--- src/verilog/nbs_regs.svh ---
// Constants of the narrow bus burst splitter: sizes, offsets, timing.
// Assumes inclusion by both link ends, nbs_dev and nbs_host.
`ifndef NBS_REGS_SVH
`define NBS_REGS_SVH
`define NBS_WORD_BYTES   3'h4
`define NBS_BYTE_SZ      2'h1
`define NBS_SHORT_SZ     2'h2
`define NBS_ONE_REM      3'h1
`define NBS_TWO_REM      3'h2
`define NBS_THREE_REM    3'h3
`define NBS_LANE_BYTE    4'h1
`define NBS_LANE_SHORT   4'h3
`define NBS_LANES_OFF    4'hF
`define NBS_ZERO_PAIR    2'h0
`define NBS_WAIT_STATES  2'h1
`define NBS_MEM_AW       4
`define NBS_MEM_WORDS    16
`endif
--- src/verilog/nbs_pkg.sv ---
// Types shared by both ends of the narrow bus splitter.
// Assumes nothing beyond the constants header.
`default_nettype none
package nbs_pkg;
	// Size of a processor access
	typedef enum logic [1:0] {
		NBS_SZ_BYTE,
		NBS_SZ_SHORT,
		NBS_SZ_WORD
	} nbs_size_t;
	// Device sequencer states
	typedef enum logic [1:0] {
		NBS_IDLE,
		NBS_WAIT,
		NBS_ADDR,
		NBS_DATA
	} nbs_state_t;
endpackage
`default_nettype wire

--- src/verilog/nbs_if.sv ---
// Link between the splitter and the narrow memory controller with arbiter.
// Assumes one clock shared by both ends.
`timescale 1ns/1ps
`default_nettype none
interface nbs_if;
	logic        bus_wide16;             // Bus is 16 bits wide
	logic        addr_strobe;            // Address cycle
	logic [31:0] bus_addr;               // Address on address cycle
	logic        burst_flag;             // Address cycle opens a burst
	logic        bus_write;              // Direction, 1 write
	logic        data_valid;             // Data cycle in progress
	logic        burst_last;             // Last data cycle of group
	logic [1:0]  low_addr_pair;          // Low address bits each cycle
	logic        lane0_enable_n;
	logic        lane1_enable_n;
	logic        lane2_enable_n;
	logic        lane3_enable_n;
	logic [15:0] wr_data;
	logic [15:0] rd_data;
	logic        data_ready;             // Controller ends a data cycle
	logic        bus_grant;              // Arbiter grants the bus
	logic        processor_stall_out;
	logic        pending_bus_access_out;
	modport dev (
		output bus_wide16, addr_strobe, bus_addr, burst_flag, bus_write, data_valid,
		output burst_last, low_addr_pair, lane0_enable_n, lane1_enable_n,
		output lane2_enable_n, lane3_enable_n, wr_data,
		output processor_stall_out, pending_bus_access_out,
		input  rd_data, data_ready, bus_grant
	);
	modport host (
		input  bus_wide16, addr_strobe, bus_addr, burst_flag, bus_write, data_valid,
		input  burst_last, low_addr_pair, lane0_enable_n, lane1_enable_n,
		input  lane2_enable_n, lane3_enable_n, wr_data,
		input  processor_stall_out, pending_bus_access_out,
		output rd_data, data_ready, bus_grant
	);
endinterface
`default_nettype wire

--- src/verilog/nbs_dev.sv ---
// Device end: splits a processor access into bursts and single cycles
// on an 8-bit or 16-bit bus, and drives pending and stall status.
// Assumes the far end grants the bus and ends each data cycle with ready.
`timescale 1ns/1ps
`default_nettype none
`include "nbs_regs.svh"
module nbs_dev
	import nbs_pkg::*;
(
	input  wire logic      clock,
	input  wire logic      rst_n,
	nbs_if.dev             lnk,
	input  wire logic      wide16,
	input  wire logic      req_valid,
	input  wire logic      req_write,
	input  wire nbs_size_t req_size,
	input  wire logic [31:0] req_addr,
	input  wire logic [31:0] req_wdata,
	input  wire logic      core_stalled,
	output var  logic      req_ready,
	output var  logic      rsp_done,
	output var  logic [31:0] rsp_rdata
);
	nbs_state_t  st_q;
	logic [31:0] addr_q;
	logic [2:0]  rem_q;
	logic [1:0]  idx_q;
	logic [31:0] wdat_q;
	logic [31:0] acc_q;
	logic        wr_q;
	logic        wide_q;
	logic        ads_q, burst_q, dv_q, last_q, done_q, rdy_q;
	logic        pend_q, stall_q;
	logic [31:0] baddr_q;
	logic [1:0]  pair_q;
	logic [3:0]  lanes_q;
	logic [15:0] wd_q;
	logic [1:0]  cur_sz, drv_sz;
	logic        cur_last, drv_last;
	logic [1:0]  nxt_a, src_a, nxt_idx, src_idx;
	logic [2:0]  nxt_rem, src_rem;
	logic [15:0] drv_wd;
	logic [7:0]  b0, b1;

	// Size of one transfer: bytes only on the narrow bus
	function automatic logic [1:0] xfer_sz(input logic w, input logic [1:0] a,
		input logic [2:0] rem);
		if (w && !a[0] && rem != `NBS_ONE_REM)
			return `NBS_SHORT_SZ;
		return `NBS_BYTE_SZ;
	endfunction

	// Group of transfers stops at the word boundary
	function automatic logic grp_last(input logic [1:0] a, input logic [1:0] sz,
		input logic [2:0] rem);
		logic [2:0] sum;
		sum = {1'b0, a} + {1'b0, sz};
		return sum == `NBS_WORD_BYTES || rem == {1'b0, sz};
	endfunction

	// Group is a burst only with two or more transfers
	function automatic logic is_burst(input logic w, input logic [1:0] a,
		input logic [2:0] rem);
		logic [2:0] grp;
		grp = `NBS_WORD_BYTES - {1'b0, a};
		if (rem < grp)
			grp = rem;
		if (w)
			return grp > `NBS_TWO_REM || (grp == `NBS_TWO_REM && a[0]);
		return grp > `NBS_ONE_REM;
	endfunction

	// Bytes in a request
	function automatic logic [2:0] size_bytes(input nbs_size_t s);
		unique case (s)
			NBS_SZ_BYTE:  return `NBS_ONE_REM;
			NBS_SZ_SHORT: return `NBS_TWO_REM;
			default:      return `NBS_WORD_BYTES;
		endcase
	endfunction

	// Current transfer and the one after it
	always_comb begin
		cur_sz   = xfer_sz(wide_q, addr_q[1:0], rem_q);
		cur_last = grp_last(addr_q[1:0], cur_sz, rem_q);
		nxt_a    = addr_q[1:0] + cur_sz;
		nxt_rem  = rem_q - {1'b0, cur_sz};
		nxt_idx  = idx_q + cur_sz;
		src_a    = (st_q == NBS_DATA) ? nxt_a : addr_q[1:0];
		src_rem  = (st_q == NBS_DATA) ? nxt_rem : rem_q;
		src_idx  = (st_q == NBS_DATA) ? nxt_idx : idx_q;
		drv_sz   = xfer_sz(wide_q, src_a, src_rem);
		drv_last = grp_last(src_a, drv_sz, src_rem);
		b0       = wdat_q[src_idx*8 +: 8];
		b1       = wdat_q[(src_idx + 2'h1)*8 +: 8];
		if (!wide_q)
			drv_wd = {8'h00, b0};
		else if (drv_sz == `NBS_SHORT_SZ)
			drv_wd = {b1, b0};
		else if (src_a[0])
			drv_wd = {b0, 8'h00};
		else
			drv_wd = {8'h00, b0};
	end

	// Sequencer over address and data cycles
	always_ff @(posedge clock or negedge rst_n) begin
		if (!rst_n) begin
			st_q <= NBS_IDLE;
		end else begin
			unique case (st_q)
				NBS_IDLE: if (req_valid) st_q <= NBS_WAIT;
				NBS_WAIT: if (lnk.bus_grant) st_q <= NBS_ADDR;
				NBS_ADDR: st_q <= NBS_DATA;
				NBS_DATA: if (lnk.data_ready && cur_last)
					st_q <= (rem_q == {1'b0, cur_sz}) ? NBS_IDLE : NBS_WAIT;
			endcase
		end
	end

	// Request capture and progress through the bytes
	always_ff @(posedge clock or negedge rst_n) begin
		if (!rst_n) begin
			addr_q <= '0;
			rem_q  <= '0;
			idx_q  <= '0;
			wdat_q <= '0;
			wr_q   <= 1'b0;
			wide_q <= 1'b0;
		end else if (st_q == NBS_IDLE && req_valid) begin
			addr_q <= req_addr;
			rem_q  <= size_bytes(req_size);
			idx_q  <= '0;
			wdat_q <= req_wdata;
			wr_q   <= req_write;
			wide_q <= wide16;
		end else if (st_q == NBS_DATA && lnk.data_ready) begin
			addr_q <= addr_q + {30'h0, cur_sz};
			rem_q  <= nxt_rem;
			idx_q  <= nxt_idx;
		end
	end

	// Read bytes gathered into the response word
	always_ff @(posedge clock or negedge rst_n) begin
		if (!rst_n) begin
			acc_q <= '0;
		end else if (st_q == NBS_DATA && lnk.data_ready) begin
			if (!wide_q)
				acc_q[idx_q*8 +: 8] <= lnk.rd_data[7:0];
			else if (cur_sz == `NBS_SHORT_SZ)
				acc_q[idx_q*8 +: 16] <= lnk.rd_data;
			else if (addr_q[0])
				acc_q[idx_q*8 +: 8] <= lnk.rd_data[15:8];
			else
				acc_q[idx_q*8 +: 8] <= lnk.rd_data[7:0];
		end
	end

	// Address cycle outputs
	always_ff @(posedge clock or negedge rst_n) begin
		if (!rst_n) begin
			ads_q   <= 1'b0;
			burst_q <= 1'b0;
			baddr_q <= '0;
		end else begin
			ads_q <= st_q == NBS_WAIT && lnk.bus_grant;
			if (st_q == NBS_WAIT && lnk.bus_grant) begin
				baddr_q <= addr_q;
				burst_q <= is_burst(wide_q, addr_q[1:0], rem_q);
			end
		end
	end

	// Data cycle outputs, refreshed for each transfer of a burst
	always_ff @(posedge clock or negedge rst_n) begin
		if (!rst_n) begin
			dv_q    <= 1'b0;
			last_q  <= 1'b0;
			pair_q  <= `NBS_ZERO_PAIR;
			lanes_q <= `NBS_LANES_OFF;
			wd_q    <= '0;
		end else if (st_q == NBS_ADDR ||
			(st_q == NBS_DATA && lnk.data_ready && !cur_last)) begin
			dv_q    <= 1'b1;
			last_q  <= drv_last;
			pair_q  <= src_a;
			lanes_q <= ~(((drv_sz == `NBS_SHORT_SZ) ? `NBS_LANE_SHORT :
				`NBS_LANE_BYTE) << src_a);
			wd_q    <= drv_wd;
		end else if (st_q == NBS_DATA && lnk.data_ready) begin
			dv_q    <= 1'b0;
			last_q  <= 1'b0;
			lanes_q <= `NBS_LANES_OFF;
		end
	end

	// User answer, pending and stall status
	always_ff @(posedge clock or negedge rst_n) begin
		if (!rst_n) begin
			done_q  <= 1'b0;
			rdy_q   <= 1'b0;
			pend_q  <= 1'b0;
			stall_q <= 1'b0;
		end else begin
			done_q  <= st_q == NBS_DATA && lnk.data_ready && cur_last &&
				rem_q == {1'b0, cur_sz};
			rdy_q   <= st_q == NBS_IDLE && !req_valid;
			pend_q  <= (st_q == NBS_IDLE && req_valid) || st_q == NBS_WAIT ||
				(st_q == NBS_DATA && !(lnk.data_ready && cur_last &&
				rem_q == {1'b0, cur_sz})) || st_q == NBS_ADDR;
			stall_q <= core_stalled;
		end
	end

	assign lnk.bus_wide16             = wide_q;
	assign lnk.addr_strobe            = ads_q;
	assign lnk.bus_addr               = baddr_q;
	assign lnk.burst_flag             = burst_q;
	assign lnk.bus_write              = wr_q;
	assign lnk.data_valid             = dv_q;
	assign lnk.burst_last             = last_q;
	assign lnk.low_addr_pair          = pair_q;
	assign lnk.lane0_enable_n         = lanes_q[0];
	assign lnk.lane1_enable_n         = lanes_q[1];
	assign lnk.lane2_enable_n         = lanes_q[2];
	assign lnk.lane3_enable_n         = lanes_q[3];
	assign lnk.wr_data                = wd_q;
	assign lnk.processor_stall_out    = stall_q;
	assign lnk.pending_bus_access_out = pend_q;
	assign req_ready                  = rdy_q;
	assign rsp_done                   = done_q;
	assign rsp_rdata                  = acc_q;
endmodule
`default_nettype wire

--- src/flat_wrapper.sv ---
// flat-port wrapper written by rule: the top's interface ports become plain ports
module nbs_dev_flat import nbs_pkg::*;
  (clock, rst_n, wide16, req_valid, req_write, req_size, req_addr, req_wdata, core_stalled, req_ready, rsp_done, rsp_rdata, lnk_bus_wide16, lnk_addr_strobe, lnk_bus_addr, lnk_burst_flag, lnk_bus_write, lnk_data_valid, lnk_burst_last, lnk_low_addr_pair, lnk_lane0_enable_n, lnk_lane1_enable_n, lnk_lane2_enable_n, lnk_lane3_enable_n, lnk_wr_data, lnk_processor_stall_out, lnk_pending_bus_access_out, lnk_rd_data, lnk_data_ready, lnk_bus_grant);
  nbs_if lnk_i ();
  input  wire logic clock;
  input  wire logic rst_n;
  input  wire logic wide16;
  input  wire logic req_valid;
  input  wire logic req_write;
  input  wire nbs_size_t req_size;
  input  wire logic [31:0] req_addr;
  input  wire logic [31:0] req_wdata;
  input  wire logic core_stalled;
  output var  logic req_ready;
  output var  logic rsp_done;
  output var  logic [31:0] rsp_rdata;
  output wire logic [$bits(lnk_i.bus_wide16)-1:0] lnk_bus_wide16;
  output wire logic [$bits(lnk_i.addr_strobe)-1:0] lnk_addr_strobe;
  output wire logic [$bits(lnk_i.bus_addr)-1:0] lnk_bus_addr;
  output wire logic [$bits(lnk_i.burst_flag)-1:0] lnk_burst_flag;
  output wire logic [$bits(lnk_i.bus_write)-1:0] lnk_bus_write;
  output wire logic [$bits(lnk_i.data_valid)-1:0] lnk_data_valid;
  output wire logic [$bits(lnk_i.burst_last)-1:0] lnk_burst_last;
  output wire logic [$bits(lnk_i.low_addr_pair)-1:0] lnk_low_addr_pair;
  output wire logic [$bits(lnk_i.lane0_enable_n)-1:0] lnk_lane0_enable_n;
  output wire logic [$bits(lnk_i.lane1_enable_n)-1:0] lnk_lane1_enable_n;
  output wire logic [$bits(lnk_i.lane2_enable_n)-1:0] lnk_lane2_enable_n;
  output wire logic [$bits(lnk_i.lane3_enable_n)-1:0] lnk_lane3_enable_n;
  output wire logic [$bits(lnk_i.wr_data)-1:0] lnk_wr_data;
  output wire logic [$bits(lnk_i.processor_stall_out)-1:0] lnk_processor_stall_out;
  output wire logic [$bits(lnk_i.pending_bus_access_out)-1:0] lnk_pending_bus_access_out;
  input wire logic [$bits(lnk_i.rd_data)-1:0] lnk_rd_data;
  input wire logic [$bits(lnk_i.data_ready)-1:0] lnk_data_ready;
  input wire logic [$bits(lnk_i.bus_grant)-1:0] lnk_bus_grant;
  assign lnk_bus_wide16 = lnk_i.bus_wide16;
  assign lnk_addr_strobe = lnk_i.addr_strobe;
  assign lnk_bus_addr = lnk_i.bus_addr;
  assign lnk_burst_flag = lnk_i.burst_flag;
  assign lnk_bus_write = lnk_i.bus_write;
  assign lnk_data_valid = lnk_i.data_valid;
  assign lnk_burst_last = lnk_i.burst_last;
  assign lnk_low_addr_pair = lnk_i.low_addr_pair;
  assign lnk_lane0_enable_n = lnk_i.lane0_enable_n;
  assign lnk_lane1_enable_n = lnk_i.lane1_enable_n;
  assign lnk_lane2_enable_n = lnk_i.lane2_enable_n;
  assign lnk_lane3_enable_n = lnk_i.lane3_enable_n;
  assign lnk_wr_data = lnk_i.wr_data;
  assign lnk_processor_stall_out = lnk_i.processor_stall_out;
  assign lnk_pending_bus_access_out = lnk_i.pending_bus_access_out;
  assign lnk_i.rd_data = lnk_rd_data;
  assign lnk_i.data_ready = lnk_data_ready;
  assign lnk_i.bus_grant = lnk_bus_grant;
  nbs_dev u_core (.clock(clock), .rst_n(rst_n), .lnk(lnk_i), .wide16(wide16), .req_valid(req_valid), .req_write(req_write), .req_size(req_size), .req_addr(req_addr), .req_wdata(req_wdata), .core_stalled(core_stalled), .req_ready(req_ready), .rsp_done(rsp_done), .rsp_rdata(rsp_rdata));
endmodule
--- config.mk ---
export PLATFORM = sky130hd
export DESIGN_NAME = nbs_dev_flat
export DESIGN_NICKNAME = d
export VERILOG_FILES = /design/src/verilog/nbs_pkg.sv /design/src/verilog/nbs_if.sv /design/src/verilog/nbs_dev.sv /design/src/flat_wrapper.sv
export VERILOG_INCLUDE_DIRS = /design/src /design/src/verilog
export SDC_FILE = /design/constraint.sdc
export NUM_CORES = 1
export LEC_CHECK = 0
export BUFFER_PORTS_ARGS = -buffer_cell sky130_fd_sc_hd__buf_2
export CAP_MARGIN = 0
export CORE_MARGIN = 4
export CORE_UTILIZATION = 50
export CTS_BUF_LIST = sky130_fd_sc_hd__clkbuf_4 sky130_fd_sc_hd__clkbuf_8
export CTS_CLUSTER_DIAMETER = 40
export CTS_CLUSTER_SIZE = 20
export DETAILED_ROUTE_END_ITERATION = 12
export PLACE_DENSITY = 0.74
export SLEW_MARGIN = 30
export SYNTH_ARGS = -nofsm -noshare
export SYNTH_HDL_FRONTEND = slang
export SYNTH_SLANG_ARGS = --single-unit
--- constraint.sdc ---
create_clock -name clock -period 5.2 [get_ports clock]
set_input_delay 0.26 -clock clock [delete_from_list [all_inputs] [get_ports clock]]
set_output_delay 0.26 -clock clock [all_outputs]
set_load 0.01 [all_outputs]
Word level (Yosys, flattened, before mapping)
Cells that the tools add are included.
Widths: inputs -> output; s select.
{"block": "totals", "regBits": 167, "in_bits": 90, "out_inout_bits": 96, "wordCells": 131}
{"block": "classes", "n_addsub": 9, "magnitude_cmp": 3, "eq_ne": 16, "shift": 8, "mux": 42, "bitwise": 1, "n_reduce_logical": 32}
{"op": "$mux 32", "n": 5}
{"op": "$bwmux 32", "n": 3}
{"op": "$shiftx 8x34->32", "n": 2}
{"op": "$mux 16", "n": 3}
{"op": "$neg 5->34", "n": 1}
{"op": "$shift 16x34->32 const A", "n": 1}
{"op": "$shift 8x34->32 const A", "n": 1}
{"op": "$shiftx 16x34->32", "n": 1}
{"op": "$shiftx 32x33->8", "n": 1}
{"op": "$add 32x2->32", "n": 1}
{"op": "$shiftx 32x6->8", "n": 1}
{"op": "$mux 2", "n": 12}
{"op": "$logic_and 1x1->1", "n": 15}
{"op": "$mux 3", "n": 5}
{"op": "$mux 1", "n": 10}
{"op": "$eq 2x2->1 const B", "n": 4}
{"op": "$mux 4", "n": 2}
{"op": "$pmux 2 s4", "n": 1}
{"op": "$logic_or 1x1->1", "n": 7}
{"op": "$add 2x2->3", "n": 2}
{"op": "$eq 3x2->1", "n": 2}
{"op": "$eq 3x3->1 const B", "n": 2}
{"op": "$ne 2x2->1 const B", "n": 3}
{"op": "$ne 3x1->1 const B", "n": 2}
{"op": "other kinds (16)", "n": 24}

Longest topological paths before layout
Gate-level depths: netlist of run 1.
{"block": "depth", "ltp_word": 17, "depth_mapped": 15, "mapped_depth_nobuf": 13}

Worst setup path before layout of run 1
No wires, ideal clock.
{"block": "synth_path", "path_type": "register to register", "startpoint": "reg u_core.rem_q[2]", "endpoint": "reg u_core.addr_q[20]", "setup_ns": 0.082, "t_arrival_ns": 3.643, "required_time_ns": 5.118, "path_slack_ns": 1.476, "stages_incl_launch_ff": 12, "path_buffers": 2, "period_less_slack_ns": 3.724, "cell_sequence": "dfrtp_1 -> buf_6 -> or3b_4 -> nand2_4 -> clkbuf_1 -> ha_1 -> inv_1 -> fa_1 -> or4_1 -> nand3b_1 -> or4_1 -> a31oi_1"}
{"block": "synth_between", "elab_chain_cells": 7}
{"item": "start, declared", "line": "nbs_dev.sv:26", "rtl": "logic [2:0] rem_q;"}
{"item": "start signal, assigned", "line": "nbs_dev.sv:132", "rtl": "rem_q <= size_bytes(req_size);"}
{"item": "start signal, assigned", "line": "nbs_dev.sv:139", "rtl": "rem_q <= nxt_rem;"}
{"item": "$ne 3x1->1 (no line)"}
{"item": "$logic_and 1x1->1 (no line)"}
{"item": "$mux 1", "line": "nbs_dev.sv:48", "rtl": "if (w && !a[0] && rem != `NBS_ONE_REM)"}
{"item": "$mux 2", "line": "nbs_dev.sv:50", "rtl": "return `NBS_BYTE_SZ;"}
{"item": "$add 32x2->32", "line": "nbs_dev.sv:138", "rtl": "addr_q <= addr_q + {30'h0, cur_sz};"}
{"item": "$mux 32", "line": "nbs_dev.sv:137", "rtl": "end else if (st_q == NBS_DATA && lnk.data_ready) begin"}
{"item": "$mux 32", "line": "nbs_dev.sv:130", "rtl": "end else if (st_q == NBS_IDLE && req_valid) begin"}
{"item": "end signal, assigned", "line": "nbs_dev.sv:131", "rtl": "addr_q <= req_addr;"}
{"item": "end signal, assigned", "line": "nbs_dev.sv:138"}
{"item": "end, declared", "line": "nbs_dev.sv:25", "rtl": "logic [31:0] addr_q;"}
Every way passes these cells. The select of a mux whose other input is x is not followed.
A chain may end at the register's enable or synchronous reset.

Final worst setup path of run 1
{"block": "layout_path", "startpoint": "reg u_core.rem_q[2]", "endpoint": "reg u_core.wd_q[9], in the netlist u_core.lnk.wr_data[9]"}
{"block": "layout_between", "elab_chain_cells": 14, "elab_cells_between_ends": 30, "classes_between": "add/sub: 5; eq/ne: 5; shift: 2; mux: 10; reduce/logical: 8"}
{"item": "parallel branches: the longest is 14 deep, another holds $add 2x1->3"}
{"item": "end signal, assigned", "line": "nbs_dev.sv:190", "rtl": "wd_q <= drv_wd;"}
{"item": "end, declared", "line": "nbs_dev.sv:37", "rtl": "logic [15:0] wd_q;"}
Several ways; the timed one is not identified.

==> results.cfg, run 1 <==
[layout]
multi_input_area_sq_mm = 0.00448
area_growth_pct = 23.6
ff_latch_area_sq_mm = 0.00418
fill_cells = 1444
nNetsFinal = 1288
drive_gt1_frac = 0.236

[synthesis]
synth_edf_count = 0
synth_seq_area_share = 0.465
synth_nets = 1074
yosysWarnings = 0
synth_cell_types = 60
synth_top_area_frac = 0.454
avgSynthCellArea_sq_um = 9.37
synthArstFlopShare = 1.00
ys_seq_elements = 167
synthCells = 960
synth_top_flop_cell = dfrtp_1
synthTopCellsByArea = dfrtp_1, nand2_1, o21ai_0
netlist_area_sq_mm = 0.00899
yosys.area.top_type = dfrtp_1

[run_status]
status = complete, no violations

[setup_path]
arrival_ps = 4390
critPathRequiredTime_ps = 5520
worstSetupPathType = register to register
crit_path_end_kind = register
cp_max_fo = 29
cp-start-kind = register
r2r_slack_ps = 1140

[routing]
postRouteAntennaNets = 0
num_vias = 8085
drc = 0
routed_via_density = 5.72
wire_per_inst_microns = 17.6
wirelength_microns = 24900
drt_iter0_drc = 676
dr.pass1.iters = 5

[sta]
worst_pin_slew_ps = 1030
slew_headroom = 0.309
period_share = 0.781
hold_viol = 0
finalSetupViolCount = 0
skew_ps = 12.8
finalSetupTns_ps = 0
slew_viol_final = 0
max_freq_mhz = 246
rsz0062_at_grt = no
fin_crit_ps = 4060

[clock_tree]
cts_max_level = 4
cts.sinks = 167
cts_inserted_buffers = 17
clockRootBuffer = clkbuf_8
clockBufferDepth = 2
clkTransAtPathRegs_ps = 80
clk_latency_ps = 460
cts_tree = done
post_cts_buffers = 0

[floorplan]
start_util = 0.515
die_y_microns = 142
dieArea_sq_mm = 0.0202
core_area_sq_mm = 0.0175
rows = 48
die_w_microns = 142
ios = 186

[grt]
grt_usage = 0.248
grt_max_degree = 103
grt_pass1_vias = 7770
antenna_found_initial = 2
grt_overflow = 0
grt_pass1_wl_microns = 40400

[place]
place_congestion = 0.911
portBuffers = 185
dp_hpwl_microns = 17000

[power_and_ir_drop]
leakagePower_nw = 5.12
power.density_mw_per_mm2 = 601
finalPower_mw = 6.68
vdd_drop_max_uv = 338

[worst_hold_path]
holdCritPathClass = input port to register

[job]
maxCapViolCount = 0
[sequential cells by signal (all words and copies together) (netlist names), 2 cells and up]
signal	cells
u_core.rem_q	3
u_core.lnk.low_addr_pair	2
u_core.rsp_rdata	32
u_core.idx_q	2
u_core.lnk.wr_data	16
u_core.st_q	2
u_core.lanes_q	4
u_core.addr_q	32
u_core.wdat_q	32
u_core.lnk.bus_addr	32
[power breakdown]
part           internal [mW]  leakage, nW  switching [mW]
clock network          0.595        0.226           0.481
registers               1.85         2.12           0.479
logic                   1.41         2.78            1.86
total                   3.86         5.12            2.82
[per-layer routing]
layer | GRT usage | vias to the layer above | part of all wire | wire (microns)
met2 | 0.380 | 282 | 0.46 | 11500
met4 | 0.0838 | 2 | 0.026 | 641
met1 | 0.349 | 3905 | 0.44 | 11000
li1 | - | 3849 | - | -
met3 | 0.0568 | 47 | 0.072 | 1800
met5 | 0 | - | 0.00028 | 7
[Yosys cell counts, types with 14 or more instances]
master	count
a21oi_1	35
a22o_1	16
a22oi_1	52
a31oi_1	14
clkbuf_1	41
dfrtp_1	163
ha_1	22
inv_1	26
mux2_2	34
nand2_1	200
nand3_1	23
nor2_1	31
o21ai_0	94
xnor2_1	18
xor2_1	15
[kinds of logic after synthesis]
family | after synthesis | synth area share
AO/OA/AOI/OAI | 268 | 0.190
XOR/XNOR | 33 | 0.0321
adder cells (fa/ha/maj) | 24 | 0.0351
buffers and inverters | 86 | 0.0387
flip-flops | 167 | 0.465
multiplexers | 48 | 0.0705
AND/OR/NAND/NOR | 334 | 0.168
[critical path: stages (launching register included)]
cell	delay, ps
dfrtp_1	500
or3b_4	470
nand2_4	300
ha_1	330
inv_1	110
fa_1	550
nor3b_1	360
nor3_1	150
nor2_1	580
nor3_1	220
a22oi_1	240
o21ai_1	100
[cells in the final DEF, fill, tap and decap left out, drive strengths merged, types with 4 or more instances in the layout]
master       Yosys  final
clkbuf          43     20
a32o             4      4
a21oi           35     35
buf             15    196
o31ai           10     10
mux4             8      8
a22oi           52     52
bufinv           0      5
dfstp            4      4
nand2b           9      9
clkinv           1      4
nand4            6      6
xor2            15     15
nor3            12     12
a31oi           14     14
a221oi           9      9
or4              5      5
nor2            31     31
nor3b            5      5
o21ai          106    106
o221ai           6      6
a22o            16     16
nand2          202    202
inv             27     28
dlygate4sd3      0     57
and3             7      7
xnor2           18     18
nor2b           12     12
ha              22     22
mux2            34     34
dfrtp          163    163
and2             9      9
mux2i            6      6
nand3           23     23
[through the flow]
step	instances	hold WS, ps	utilization	instance area, sq um	setup slack [ps]
2_1_floorplan	960	-35.6	-	8990	1480
6_report	1413	23.0	0.636	11100	1140
3_5_place_dp	1322	228	0.575	10000	1240
3_3_place_gp	1322	224	0.575	10000	1390
5_1_grt	1412	3.12	0.636	11100	831
4_1_cts	1410	0.609	0.634	11100	1180
[layout make-up]
cell class	instances	area share
diodes	2	0.000450
clock buffers	20	0.0236
clock inverters	11	0.0177
inverters	28	0.00968
multi-input cells	707	0.403
flip-flops and latches	167	0.376
well taps	225	0.0253
repair buffers	253	0.144
[worst paths after layout]
check,from,endpoint,cells past startpoint
setup / recovery,u_core.rem_q[2],u_core.lnk.wr_data[9],11
hold / removal,req_addr[24],u_core.addr_q[24],3
setup reg to reg,u_core.rem_q[2],u_core.lnk.wr_data[9],11
hold reg to reg,u_core.lnk.bus_addr[1],u_core.lnk.bus_addr[1],2
max in group asynchronous,rst_n,u_core.idx_q[0],3
min in group asynchronous,rst_n,u_core.rsp_rdata[1],2
[what timing repair did]
action,in CTS,in global routing
gates resized for setup,0,0
hold buffers,57,0
hold endpoints to repair,104,0
No activity file was read; power rests on OpenSTA's default activity.
==> run 2: changes to the inputs <==
==> constraint.sdc (replaced) <==
create_clock -name clock -period 3.8 [get_ports clock]
set_input_delay 0.19 -clock clock [delete_from_list [all_inputs] [get_ports clock]]
set_output_delay 0.19 -clock clock [all_outputs]
set_load 0.01 [all_outputs]
==> results.cfg, run 2 (synthesized netlist as in run 1, its figures left out) <==
[setup_path]
crit_path_end_kind = register
r2r_slack_ps = 340
cp_max_fo = 9
worstSetupPathType = register to register
critPathRequiredTime_ps = 4190
arrival_ps = 3850
cp-start-kind = register
path_cells = or3b_4 -> nand2_4 -> ha_1 -> inv_1 -> fa_1 -> or4_1 -> nand3b_1 -> or4_1 -> a31oi_1
max_stage_delay_ps = 670
crit_path_frequent_cell = or4_1
reg2reg_depth = 9
critPathSlowestCell = or4_1

[sta]
slew_viol_final = 0
finalSetupViolCount = 0
hold_viol = 0
skew_ps = 14.3
fin_crit_ps = 3460
period_share = 0.911
rsz0062_at_grt = no
worst_pin_slew_ps = 1010
slew_headroom = 0.324
finalSetupTns_ps = 0
max_freq_mhz = 289

[grt]
grt_pass1_wl_microns = 41500
met2_usage = 0.400
use_met3 = 0.0659
busiest_layer = met2
grt_util_met1 = 0.345
grt_overflow = 0
grt_pass1_vias = 8101
antenna_found_initial = 1
grt_usage = 0.255
grt_max_degree = 103

[power_and_ir_drop]
leakagePower_nw = 5.23
power.density_mw_per_mm2 = 800
vdd_drop_max_uv = 437

[routing]
dr.pass1.iters = 5
wirelength_microns = 25500
postRouteAntennaNets = 0
drc = 0
wire_per_inst_microns = 17.7
drt_iter0_drc = 649
routed_via_density = 5.73
num_vias = 8262

[run_status]
status = complete, no violations

[clock_tree]
cts_tree = done
clockRootBuffer = clkbuf_8
cts_max_level = 4
cts_resized = 0
cts.sinks = 167
cts_inserted_buffers = 17
clk_latency_ps = 470
clkTransAtPathRegs_ps = 90
clockBufferDepth = 2

[layout]
drive_gt1_frac = 0.242
final_cell_mix = nand2_1, buf_2, dfrtp_1, o21ai_0, dlygate4sd3_1
layout_commonest_cell = nand2_1
nNetsFinal = 1319
area_growth_pct = 25.6
utilization = 0.646
diodes = 0
final_cell_area_sq_mm = 0.0113
fill_cells = 1440

[floorplan]
rows = 48
core_area_sq_mm = 0.0175
die_w_microns = 142
start_util = 0.515
dieArea_sq_mm = 0.0202
die_y_microns = 142
ios = 186

[job]
maxCapViolCount = 0

[worst_hold_path]
min_path_cells = 3
holdCritPathClass = input port to register

[place]
place_congestion = 0.901
portBuffers = 185
dp_hpwl_microns = 17400
dpl_cell_area_sq_mm = 0.0102
==> run 2: cell types whose count changed in the layout (fill, tap and decap cells not counted), sizes merged <==
cell / previous run / this run
buf: 196 / 212
bufinv: 5 / 1
clkbuf: 20 / 17
clkinv: 4 / 9
clkinvlp: 2 / 0
diode: 2 / 0
dlygate4sd3: 57 / 72
inv: 28 / 33
==> run 2: routing by layer <==
layer  vias to the layer above  share of wire
met5                         -        0.00027
met4                         2          0.031
met3                        61          0.083
met2                       326           0.46
met1                      3956           0.42
li1                       3917              -
==> run 2: repair_timing <==
| item | CTS | global route |
|---|---|---|
| hold buffers | 72 | 0 |
| buffers inserted | 0 | 0 |
| hold endpoints to repair | 156 | 0 |
| endpoints found under the setup margin | 0 | 0 |
==> run 2: path summary, 6_finish.rpt <==
check,startpoint,to
min in group asynchronous,rst_n,u_core.rsp_rdata[4]
setup reg to reg,u_core.rem_q[1],u_core.addr_q[20]
hold reg to reg,u_core.wdat_q[6],u_core.wdat_q[6]
setup / recovery,u_core.rem_q[1],u_core.addr_q[20]
max in group asynchronous,rst_n,u_core.lnk.bus_wide16
hold / removal,lnk_rd_data[3],u_core.rsp_rdata[19]
==> run 2: area by class of cell <==
class / instances / area [sq um] / area share
multi-input cells: 707 / 4470 / 0.396
flip-flops and latches: 167 / 4180 / 0.370
well taps: 225 / 282 / 0.0249
clock inverters: 15 / 144 / 0.0127
repair buffers: 284 / 1870 / 0.165
clock buffers: 17 / 234 / 0.0207
inverters: 28 / 108 / 0.00953
==> run 2: where the power goes <==
part / switching, mW / leakage, nW / internal (mW)
clock: 0.709 / 0.197 / 0.533
combinational: 2.65 / 2.92 / 2.03
sequential: 0.581 / 2.12 / 2.53
total: 3.94 / 5.23 / 5.09
==> run 2: metrics by stage <==
| step | power (mW) | cells | hold slack (ps) | worst slack, ps |
|---|---|---|---|---|
| finish | 9.04 | 1443 | 99.0 | 338 |
| global route | 9.77 | 1443 | 86.4 | 214 |
| CTS | 9.01 | 1442 | 68.1 | 337 |
| detailed placement | 7.69 | 1338 | 302 | 362 |
| global placement | 7.54 | 1338 | 298 | 490 |
| floorplan | 6.22 | 960 | -106 | 75.5 |
==> run 2: worst max-delay path, delay by kind of cell, from the launching register on <==
family / cells / cell delay [ps]
simple gates: 5 / 2030
fa+ha+maj: 2 / 620
flops: 1 / 470
compound gates: 1 / 180
buf+inv: 1 / 90
==> run 3: changes to the inputs <==
--- a/config.mk
+++ b/config.mk
@@ -9,12 +9,11 @@
 export BUFFER_PORTS_ARGS = -buffer_cell sky130_fd_sc_hd__buf_2
 export CAP_MARGIN = 0
 export CORE_MARGIN = 4
-export CORE_UTILIZATION = 50
+export CORE_UTILIZATION = 30
 export CTS_BUF_LIST = sky130_fd_sc_hd__clkbuf_4 sky130_fd_sc_hd__clkbuf_8
 export CTS_CLUSTER_DIAMETER = 40
 export CTS_CLUSTER_SIZE = 20
 export DETAILED_ROUTE_END_ITERATION = 12
-export PLACE_DENSITY = 0.74
 export SLEW_MARGIN = 30
 export SYNTH_ARGS = -nofsm -noshare
 export SYNTH_HDL_FRONTEND = slang
==> results.cfg, run 3 (synthesized netlist as in run 1, its figures left out) <==
[clock_tree]
cts_inserted_buffers = 17
clkTransAtPathRegs_ps = 100
cts_max_level = 4
clockRootBuffer = clkbuf_8
post_cts_buffers = 0
clockBufferDepth = 2
holdBufCountCts = 72
cts_resized = 0
clk_latency_ps = 460
cts.sinks = 167
cts_tree = done

[run_status]
status = complete, no violations

[power_and_ir_drop]
leakagePower_nw = 5.24
p_sw_mw = 3.96
vdd_drop_max_uv = 289
finalPower_mw = 9.13
swShare = 0.434
seqPwrFrac = 0.343
p_int_mw = 5.17
power_frac_comb = 0.509
clkPwrFrac = 0.147
power.density_mw_per_mm2 = 792

[setup_path]
crit_path_frequent_cell = or4_1
r2r_slack_ps = 390
reg2reg_depth = 9
path_delay_family = simple AND/OR/NAND/NOR gates
cp_max_fo = 9
critPathSlowestCell = or4_1
cp-start-kind = register
crit_path_end_kind = register
critPathRequiredTime_ps = 4190
cp_num_buf_inv = 1
worstSetupPathType = register to register
path_cells = or3b_4 -> nand2_4 -> ha_1 -> inv_1 -> fa_1 -> or4_1 -> nand3b_1 -> or4_1 -> a31oi_1
reg2reg_from = u_core.rem_q[1]
max_stage_delay_ps = 680
arrival_ps = 3800
rr_endpoint = u_core.addr_q[20]

[layout]
utilization = 0.389
nNetsFinal = 1315
instances_no_fill = 1608
final_cell_mix = nand2_1, buf_2, dfrtp_1, o21ai_0, dlygate4sd3_1
drive_gt1_frac = 0.242
fill_cells = 3025
area_growth_pct = 28.3
layout_commonest_cell = nand2_1

[routing]
drt_iter0_drc = 693
dr.pass1.iters = 6
postRouteAntennaNets = 0
routed_via_density = 5.10
num_vias = 8201
wire_per_inst_microns = 17.1
drc = 0
wirelength_microns = 27500

[sta]
rsz0062_at_grt = no
worst_pin_slew_ps = 945
skew_ps = 17.2
finalSetupTns_ps = 0
fin_crit_ps = 3410
slew_headroom = 0.368
slew_viol_final = 0
finalSetupViolCount = 0
period_share = 0.898
max_freq_mhz = 293
hold_viol = 0

[grt]
busiest_layer = met2
grt_overflow = 0
grt_usage = 0.166
grt_pass1_vias = 8032
grt_pass1_wl_microns = 44100
use_met3 = 0.0395
grt_util_met1 = 0.227
met2_usage = 0.260
antenna_found_initial = 5
grt_max_degree = 108

[floorplan]
core_area_sq_mm = 0.0296
ios = 186
die_w_microns = 181
die_y_microns = 181
start_util = 0.303
rows = 63
dieArea_sq_mm = 0.0328

[worst_hold_path]
holdCritPathClass = input port to register
min_path_cells = 3
worstHoldStart = lnk_rd_data[6]
min_to = u_core.rsp_rdata[6]

[place]
dp_hpwl_microns = 19200
portBuffers = 185
place_congestion = 0.872
dpl.cell_count = 1499

[job]
maxCapViolCount = 0
==> run 3: worst max-delay path by stage <==
stage,from,endpoint,depth (start not counted)
global route,u_core.rem_q[1],u_core.lnk.wr_data[8],9
global placement,u_core.rem_q[1],u_core.addr_q[20],9
finish,u_core.rem_q[1],u_core.addr_q[20],9
detailed placement,u_core.rem_q[1],u_core.addr_q[20],9
CTS,u_core.rem_q[1],u_core.addr_q[20],9
floorplan,u_core.rem_q[2],u_core.addr_q[20],11
==> run 3: cell type report <==
type / count / area [sq um] / share of cell area
Inverter: 28 / 108 / 0.00933
Antenna cell: 4 / 10.0 / 0.000867
Multi-Input combinational cell: 707 / 4490 / 0.389
Sequential cell: 167 / 4180 / 0.363
Timing Repair Buffer: 280 / 1850 / 0.160
Clock inverter: 14 / 165 / 0.0143
Clock buffer: 18 / 248 / 0.0215
Tap cell: 390 / 488 / 0.0423
==> run 3: power by group through the flow <==
stage | logic, mW | clock network [mW] | registers (mW)
2_1_floorplan | 3.03 | 0 | 3.19
3_3_place_gp | 4.49 | 0 | 3.15
3_5_place_dp | 4.57 | 0 | 3.16
4_1_cts | 4.65 | 1.41 | 3.13
5_1_grt | 5.21 | 1.47 | 3.23
6_report | 4.65 | 1.35 | 3.13
==> run 3: metal layers <==
metal / wire [microns] / vias to the layer above / share of wire
met1: 12300 / 3992 / 0.45
met5: 7 / - / 0.00025
met3: 1860 / 42 / 0.068
li1: - / 3901 / -
met2: 12700 / 264 / 0.46
met4: 650 / 2 / 0.024
==> run 3: metrics by stage <==
| step | hold WS, ps | worst slack, ps | cell area, sq um |
|---|---|---|---|
| floorplan | -106 | 75.5 | 8990 |
| detailed placement | 229 | 396 | 10400 |
| CTS | 40.2 | 371 | 11500 |
| global placement | 226 | 451 | 10400 |
| global route | 69.9 | 194 | 11500 |
| finish | 84.7 | 389 | 11500 |
==> run 3: worst min-delay path, delay by kind of cell <==
family	cells	cell delay, ps
buf+inv	1	170
compound gates	2	150
